`src/lcs_pkg.sv`:
```
// Shared constants, types and timing counts of the status read block
package lcs_pkg;
   // -----------------------------------------------------------------
   // Status byte layout
   // -----------------------------------------------------------------
   localparam int unsigned LCS_BIT_BUSY = 7;
   localparam int unsigned LCS_BIT_MAP = 6;
   localparam int unsigned LCS_BIT_OFF = 5;
   localparam int unsigned LCS_BIT_RST = 4;
   localparam logic [3:0] LCS_LOW_NIBBLE = 4'h0;

   // -----------------------------------------------------------------
   // Command codes and column range
   // -----------------------------------------------------------------
   localparam logic [7:0] LCS_CMD_MAP_NORMAL = 8'ha0;
   localparam logic [7:0] LCS_CMD_MAP_REVERSE = 8'ha1;
   localparam logic [7:0] LCS_CMD_DISP_OFF = 8'hae;
   localparam logic [7:0] LCS_CMD_DISP_ON = 8'haf;
   localparam logic [7:0] LCS_CMD_SOFT_RESET = 8'he2;
   localparam logic [6:0] LCS_COL_LAST = 7'h4f;
   localparam logic [6:0] LCS_COL_RESET = 7'h00;
   localparam logic LCS_MAP_RESET = 1'b0;
   localparam logic LCS_DISP_ON_RESET = 1'b0;

   // -----------------------------------------------------------------
   // Timing: clock, busy time and reset time
   // -----------------------------------------------------------------
   localparam int unsigned LCS_CLK_NS = 10;
   localparam int unsigned LCS_BUSY_NS = 40;
   localparam int unsigned LCS_RESET_NS = 160;
   localparam int unsigned LCS_BUSY_CYC =
      (LCS_BUSY_NS + LCS_CLK_NS - 1) / LCS_CLK_NS;
   localparam int unsigned LCS_RESET_CYC =
      (LCS_RESET_NS + LCS_CLK_NS - 1) / LCS_CLK_NS;
   localparam int unsigned LCS_CNT_W = 8;

   // -----------------------------------------------------------------
   // Types
   // -----------------------------------------------------------------
   typedef struct packed {
      logic cmd_data;   // 0 = command/status, 1 = display data
      logic rd_n;       // Read strobe, active low
      logic rw;         // High = read, low = write
   } lcs_ctrl_s;

   typedef struct packed {
      logic busy;
      logic map_rev;
      logic disp_off;
      logic in_reset;
   } lcs_flags_s;

   typedef enum logic [2:0] {
      LCS_ST_IDLE = 3'b001,
      LCS_ST_BUSY = 3'b010,
      LCS_ST_RESET = 3'b100
   } lcs_state_e;
endpackage

```
`src/lcs_status_port.sv`:
```
// Registered status byte driver for the parallel data bus
`timescale 1ns/1ps
`default_nettype none
module lcs_status_port
   import lcs_pkg::*;
(
   input wire logic clk_sys_in,             // System clock
   input wire logic rstn_in,                // Async reset, active low
   input wire logic read_sel_in,            // Status read selected
   input wire lcs_pkg::lcs_flags_s flags_in, // Live controller flags
   output logic [7:0] data_out,             // Data bus drive value
   output logic data_oe_out                 // Data bus drive enable
);
   logic [7:0] data_reg;
   logic [7:0] data_next;
   logic oe_reg;
   logic oe_next;

   // Assemble the byte; low nibble held at zero
   always_comb begin
      data_next = data_reg;
      oe_next = read_sel_in;
      if (read_sel_in) begin
         data_next = {flags_in.busy, flags_in.map_rev,
                      flags_in.disp_off, flags_in.in_reset,
                      LCS_LOW_NIBBLE};
      end
   end

   // Byte is refreshed every cycle while selected, so busy tracks live
   always_ff @(posedge clk_sys_in or negedge rstn_in) begin
      if (!rstn_in) begin
         data_reg <= 8'h00;
         oe_reg <= 1'b0;
      end else begin
         data_reg <= data_next;
         oe_reg <= oe_next;
      end
   end

   assign data_out = data_reg;
   assign data_oe_out = oe_reg;
endmodule
`default_nettype wire

```
`src/lcs_controller.sv`:
```
// Command front end and status flags of the LCD driver controller
`timescale 1ns/1ps
`default_nettype none
// What this block does
// - Status low nibble always reads zero
// - Bit seven busy during command or reset
// - Bit six mirrors column/segment orientation setting
// - Bit five one when display is off
// - Bit four one during reset sequence
module lcs_controller
   import lcs_pkg::*;
#(
   parameter int unsigned BUSY_CYC = LCS_BUSY_CYC,
   parameter int unsigned RESET_CYC = LCS_RESET_CYC
) (
   input wire logic clk_sys_in,        // System clock, 100 MHz
   input wire logic rstn_in,           // Async reset, active low
   input wire logic cmd_data_in,       // Command/data select pin
   input wire logic rd_n_in,           // Read strobe pin, active low
   input wire logic rw_in,             // Read/write select pin
   input wire logic [7:0] data_in,     // Data bus input level
   output logic [7:0] data_out,        // Data bus drive value
   output logic data_oe_out,           // Data bus drive enable
   output logic [6:0] col_addr_out,    // Column address pointer
   output logic segment_output_zero_src_out, // 1: seg 0 from last column
   output logic display_on_out,        // Display enabled
   output logic busy_out,              // Busy flag
   output logic in_reset_out           // Reset sequence running
);
   // -----------------------------------------------------------------
   // Pin synchronisers
   // -----------------------------------------------------------------
   lcs_ctrl_s ctrl_meta_reg;
   lcs_ctrl_s ctrl_sync_reg;
   lcs_ctrl_s ctrl_prev_reg;
   logic [7:0] data_meta_reg;
   logic [7:0] data_sync_reg;
   lcs_ctrl_s ctrl_pin;

   assign ctrl_pin = '{cmd_data: cmd_data_in, rd_n: rd_n_in, rw: rw_in};

   // Reset values equal the idle pin levels (strobe and read select
   // high), so the edge logic sees no write ending just after reset
   // Two stages; the second stage and its one-cycle-delayed copy feed decode and edge logic
   always_ff @(posedge clk_sys_in or negedge rstn_in) begin
      if (!rstn_in) begin
         ctrl_meta_reg <= '{cmd_data: 1'b0, rd_n: 1'b1, rw: 1'b1};
         ctrl_sync_reg <= '{cmd_data: 1'b0, rd_n: 1'b1, rw: 1'b1};
         ctrl_prev_reg <= '{cmd_data: 1'b0, rd_n: 1'b1, rw: 1'b1};
         data_meta_reg <= 8'h00;
         data_sync_reg <= 8'h00;
      end else begin
         ctrl_meta_reg <= ctrl_pin;
         ctrl_sync_reg <= ctrl_meta_reg;
         ctrl_prev_reg <= ctrl_sync_reg;
         data_meta_reg <= data_in;
         data_sync_reg <= data_meta_reg;
      end
   end

   // -----------------------------------------------------------------
   // Bus decode
   // -----------------------------------------------------------------
   // is_write serves both the current and the previous sample, is_status_read
   // the current one only, so the read select and the write edge test can never disagree
   function automatic logic is_status_read(input lcs_ctrl_s c);
      is_status_read = !c.cmd_data && !c.rd_n && c.rw;
   endfunction

   function automatic logic is_write(input lcs_ctrl_s c);
      is_write = c.rd_n && !c.rw;
   endfunction

   logic status_sel;
   logic write_end;

   // Write completes on the trailing edge of the write phase
   // Taking it at the end gives the data bus the whole write phase
   // to settle, at the price of two cycles of synchroniser delay
   assign status_sel = is_status_read(ctrl_sync_reg);
   assign write_end = is_write(ctrl_prev_reg) && !is_write(ctrl_sync_reg);

   // -----------------------------------------------------------------
   // Controller state, busy timing and settings
   // -----------------------------------------------------------------
   lcs_state_e state_reg;
   lcs_state_e state_next;
   logic [LCS_CNT_W-1:0] cnt_reg;
   logic [LCS_CNT_W-1:0] cnt_next;
   logic [6:0] col_reg;
   logic [6:0] col_next;
   logic map_reg;
   logic map_next;
   logic disp_on_reg;
   logic disp_on_next;
   logic cmd_take;
   logic [7:0] cmd_byte;
   logic cmd_is_data;

   // Latch the write phase's cmd/data level before it ends
   // The previous sample still holds the select level of the write
   assign cmd_is_data = ctrl_prev_reg.cmd_data;
   assign cmd_byte = data_sync_reg;
   // Writes during busy or reset are dropped, not queued
   // Limitation: a host that ignores busy loses its write silently;
   // no error flag is kept, so polling the status byte is the cure
   assign cmd_take = write_end && (state_reg == LCS_ST_IDLE);

   // Next-state logic; a status read enters no branch here
   always_comb begin
      state_next = state_reg;
      cnt_next = cnt_reg;
      col_next = col_reg;
      map_next = map_reg;
      disp_on_next = disp_on_reg;
      unique case (state_reg)
         LCS_ST_IDLE: begin
            if (cmd_take) begin
               state_next = LCS_ST_BUSY;
               cnt_next = LCS_CNT_W'(BUSY_CYC - 1);
               if (cmd_is_data) begin
                  // Data write advances the column, wrapping at the end
                  col_next = (col_reg == LCS_COL_LAST) ?
                             LCS_COL_RESET : col_reg + 7'd1;
               end else if (!cmd_byte[7]) begin
                  // Column set; codes past the last column are ignored
                  if (cmd_byte[6:0] <= LCS_COL_LAST) begin
                     col_next = cmd_byte[6:0];
                  end
               end else if (cmd_byte == LCS_CMD_MAP_NORMAL ||
                            cmd_byte == LCS_CMD_MAP_REVERSE) begin
                  map_next = cmd_byte[0];
               end else if (cmd_byte == LCS_CMD_DISP_OFF ||
                            cmd_byte == LCS_CMD_DISP_ON) begin
                  disp_on_next = cmd_byte[0];
               end else if (cmd_byte == LCS_CMD_SOFT_RESET) begin
                  state_next = LCS_ST_RESET;
                  cnt_next = LCS_CNT_W'(RESET_CYC - 1);
               end
            end
         end
         LCS_ST_BUSY: begin
            // Count down; the cycle at zero still reports busy
            if (cnt_reg == '0) begin
               state_next = LCS_ST_IDLE;
            end else begin
               cnt_next = cnt_reg - LCS_CNT_W'(1);
            end
         end
         LCS_ST_RESET: begin
            // Reset restores settings from its first cycle on, holding busy meanwhile
            col_next = LCS_COL_RESET;
            map_next = LCS_MAP_RESET;
            disp_on_next = LCS_DISP_ON_RESET;
            if (cnt_reg == '0) begin
               state_next = LCS_ST_IDLE;
            end else begin
               cnt_next = cnt_reg - LCS_CNT_W'(1);
            end
         end
         default: begin
            // An illegal state code recovers through a full reset
            state_next = LCS_ST_RESET;
            cnt_next = LCS_CNT_W'(RESET_CYC - 1);
         end
      endcase
   end

   // Power-on starts inside the reset sequence
   // Settings reload here as well, so no half-done command survives
   always_ff @(posedge clk_sys_in or negedge rstn_in) begin
      if (!rstn_in) begin
         state_reg <= LCS_ST_RESET;
         cnt_reg <= LCS_CNT_W'(RESET_CYC - 1);
         col_reg <= LCS_COL_RESET;
         map_reg <= LCS_MAP_RESET;
         disp_on_reg <= LCS_DISP_ON_RESET;
      end else begin
         state_reg <= state_next;
         cnt_reg <= cnt_next;
         col_reg <= col_next;
         map_reg <= map_next;
         disp_on_reg <= disp_on_next;
      end
   end

   // -----------------------------------------------------------------
   // Status flags and readback
   // -----------------------------------------------------------------
   lcs_flags_s flags;

   // Flags are decoded from state, so they cannot drift away from it
   // Busy covers both command execution and reset
   always_comb begin
      flags.busy = (state_reg != LCS_ST_IDLE);
      flags.map_rev = map_reg;
      flags.disp_off = !disp_on_reg;
      flags.in_reset = (state_reg == LCS_ST_RESET);
   end

   // Port registers the byte and zero-fills its low nibble
   // A read only selects the port; nothing flows back into state
   lcs_status_port u_status_port (
      .clk_sys_in(clk_sys_in),
      .rstn_in(rstn_in),
      .read_sel_in(status_sel),
      .flags_in(flags),
      .data_out(data_out),
      .data_oe_out(data_oe_out)
   );

   // Settings and flags leave straight from registered state
   assign col_addr_out = col_reg;
   assign segment_output_zero_src_out = map_reg;
   assign display_on_out = disp_on_reg;
   assign busy_out = flags.busy;
   assign in_reset_out = flags.in_reset;
endmodule
`default_nettype wire

```
`config.mk`:
```
export PLATFORM = sky130hd
export DESIGN_NAME = lcs_controller
export DESIGN_NICKNAME = d
export VERILOG_FILES = /design/src/lcs_pkg.sv /design/src/lcs_status_port.sv /design/src/lcs_controller.sv
export SDC_FILE = /design/constraint.sdc
export NUM_CORES = 1
export LEC_CHECK = 0
export BUFFER_PORTS_ARGS = -buffer_cell sky130_fd_sc_hd__buf_4
export CAP_MARGIN = 20
export CORE_MARGIN = 4
export CORE_UTILIZATION = 50
export CTS_CLUSTER_DIAMETER = 120
export DETAILED_ROUTE_END_ITERATION = 6
export PLACE_DENSITY = 0.83
export SYNTH_ARGS = -nofsm -noshare
export SYNTH_HDL_FRONTEND = slang
export SYNTH_SLANG_ARGS = --single-unit
```
`constraint.sdc`:
```
create_clock -name clk_sys_in -period 2.09 [get_ports clk_sys_in]
set_input_delay 0.1045 -clock clk_sys_in [delete_from_list [all_inputs] [get_ports clk_sys_in]]
set_output_delay 0.1045 -clock clk_sys_in [all_outputs]
set_load 0.05 [all_outputs]
```
==> metrics.csv <==
stage,metric,value,unit
status,status,completed,
floorplanning,core,0.00406,sq mm
critical_path,crit_chain,or4_4 -> nor4_4 -> a21oi_4 -> buf_4 -> a211oi_1 -> a31o_1,
hold_path,worst_hold_path_type,in -> async,
cells_and_area,instances_no_fill,289,
synthesis,ys_warn_count,0,
floorplanning,die_h,73.4,um
cells_and_area,final_area,0.00266,sq mm
clock_tree,cts.path.max_buffers,2,
cells_and_area,drive_above_1_share,27.6,%
synthesis,synthMuxAreaShare,0.527,%
floorplanning,start_util,52.6,%
placement,io_buffers,28,
sta,maxSlewViolCount,0,
synthesis,synth_edf_count,0,
placement,post-dp-hpwl,2750,um
cells_and_area,synthToLayoutAreaGrowth,24.5,%
global_route,grt-ovfl-total,0,
critical_path,crit_fanout,9,
synthesis,synth.distinct_cells,50,
floorplanning,die_width,73.4,um
synthesis,synth_flop_cell,dfrtp_1,
clock_tree,cts_sinks,50,
clock_tree,cts.clk_slew.worst_paths,0.08,ns
route,first_pass_iters,4,
critical_path,critPathCaptureType,flop,
sta,worst_slack,0.125,ns
cells_and_area,layout.nets,254,
critical_path,crit_slowest_cell,or4_4,
global_route,grt_max_degree,51,
placement,place_congestion,0.827,
synthesis,synth-seq-cells,50,
route,drt_iter0_drc,94,
route,final_antenna_net_count,0,
route,drc,0,
sta,hold_violations,0,
synthesis,syn_avg_cell_area,11.4,sq um
global_route,grt_pass1_wl,6710,um
placement,placed_area,0.00242,sq mm
route,drt_wl_total,3880,um
job,maxCapViolations,0,
power_and_ir_drop,ir_worst_vdd,0.518,mV
clock_tree,numCtsBuffers,5,
critical_path,crit_path_start_kind,flop,
cells_and_area,antenna_cells,0,
route,drt-wirelength-per-cell,13.4,um
sta,setup_viol,0,
sta,worstMarginPinSlew,0.584,ns
synthesis,synth-simple-area-share,16.6,%
synthesis,synthTopCellsByArea,"dfrtp_1 (46%), dfstp_2 (14%), a21oi_1 (3.5%)",
critical_path,crit_family,simple AND/OR/NAND/NOR gates,
synthesis,netlist_area,0.00214,sq mm
placement,pre_cts_slack,0.141,ns
floorplanning,rows,23,
sta,min_period_over_period,94.0,%
global_route,grt_pass1_vias,1482,
sta,relSlewSlack,61.1,%
synthesis,synth_top_family_by_area,simple AND/OR/NAND/NOR gates,
synthesis,synth-adder-area-share,1.76,%
critical_path,ff2ff_path_depth,6,
sta,fmax,0.509,GHz
synthesis,ys_seq_area_share,59.2,%
clock_tree,cts_resized,0,
placement,dp.cells,268,
floorplanning,dieArea,0.00538,sq mm
critical_path,cp_num_buf_inv,1,
power_and_ir_drop,power,2.31,mW
floorplanning,ios,33,
power_and_ir_drop,leakagePower,1.19,nW
critical_path,worstPathArrival,2.20,ns
synthesis,synthCells,188,
synthesis,yosysTopAreaCellShare,45.7,%
synthesis,synth-xor-area-share,1.99,%
critical_path,slowest_delay,0.58,ns
sta,finalSetupTns,0,ns
synthesis,synth_compound_area_share,14.9,%
synthesis,synth_top_area_cell,dfrtp_1,
route,vias,1557,
critical_path,cp.depth,6,
global_route,track_usage,16.4,%
critical_path,required,2.33,ns
clock_tree,htree_levels,2,
clock_tree,clock_latency,0.30,ns
clock_tree,cts_tree,done,
critical_path,crit_type,reg -> reg,
sta,rsz0062_at_grt,false,
sta,min_period,1.96,ns
global_route,antenna_found_initial,0,
power_and_ir_drop,power_density,870,mW/mm^2
synthesis,async_flop_share,100,%
sta,finClkSkew,0.00368,ns
route,vias_per_cell,5.39,
clock_tree,root_buffer,clkbuf_8,
final cells by class:
type / instances / area, sq um
multi-input combinational: 119 / 778
sequential: 50 / 1260
inverter: 15 / 58.8
fill: 308 / 1400
clock buffer: 6 / 72.6
tap: 50 / 62.6
timing repair buffer: 47 / 383
clock inverter: 2 / 38.8
worst reg2reg max path: stages, from the launching register on:
cell,delay (ns)
dfrtp_1,0.42
or4_4,0.58
nor4_4,0.31
a21oi_4,0.11
buf_4,0.16
a211oi_1,0.20
a31o_1,0.13
layout by cell type (no fill, tap or decap), drive strengths merged, types with 3 or more instances in the layout:
cell type,Yosys,final
a21oi,16,16
a22o,3,3
and3,3,3
buf,5,35
clkbuf,2,6
conb,1,4
dfrtp,39,39
dfstp,11,11
dlygate4sd3,0,12
ha,3,3
inv,15,15
nand2,12,12
nand3,6,6
nor2,13,13
nor3,3,3
o21ai,11,11
o22ai,3,3
or3,6,6
xnor2,3,3
path summary, 6_finish.rpt:
kind                       slack [ns]                        end        startpoint
max                              0.13                 cnt_reg[7]        cnt_reg[5]
min in group clk_sys_in          0.35                cmd_byte[2]  data_meta_reg[2]
max reg2reg                      0.13                 cnt_reg[7]        cnt_reg[5]
max in group asynchronous        1.35  u_status_port.data_oe_out           rstn_in
min                              0.35            col_addr_out[2]           rstn_in
min reg2reg                      0.35                cmd_byte[2]  data_meta_reg[2]
routing by layer:
metal | global-route usage (%) | up-vias | share of wire (%)
met5 | 0 | - | 0
met4 | 8.05 | 0 | 1.8
met3 | 4.24 | 7 | 5.7
met2 | 25.6 | 41 | 48
met1 | 21.2 | 748 | 44
li1 | - | 761 | -
timing repair:
item,in CTS,in global routing
hold buffers,12,0
setup endpoints to repair,0,1
hold endpoints to repair,50,0
setup buffers,0,1
where the power goes:
group          switching [mW]  internal [mW]  leakage [nW]  total [mW]
clock network           0.303          0.359        0.0554       0.662
registers              0.0722           1.08         0.610        1.15
logic                   0.317          0.180         0.529       0.498
total                   0.692           1.62          1.19        2.31
cell usage after synthesis (2+ instances only):
cell type,instances
a22o_1,3
clkbuf_1,2
dfstp_2,11
or3b_2,2
a211oi_1,2
o21ai_1,3
nand3_1,6
or3_1,6
nand3b_1,2
nor2_1,13
buf_4,5
dfrtp_1,39
a31oi_1,2
o31ai_1,2
and3b_1,2
a21oi_1,15
nor4b_1,2
o22ai_1,3
and3_1,3
o21ai_0,8
nand2b_1,2
inv_1,13
ha_1,3
xnor2_1,2
nand2_1,12
kinds of logic after synthesis:
kind of cell               Yosys count
and+or+nand+nor                     59
DFF                                 50
AOI/OAI and AO/OA                   48
buffers and inverters               22
xor gates and xnor gates             4
adders and majority gates            3
other                                1
muxes                                1
metrics by stage:
stage	utilization [%]	hold slack, ns
2_1_floorplan	-	-0.191
5_1_grt	65.5	0.361
3_5_place_dp	59.6	0.151
6_report	65.5	0.353
4_1_cts	65.3	0.355
3_3_place_gp	59.6	0.147
Note: power is estimated with default switching activity, not from simulation.
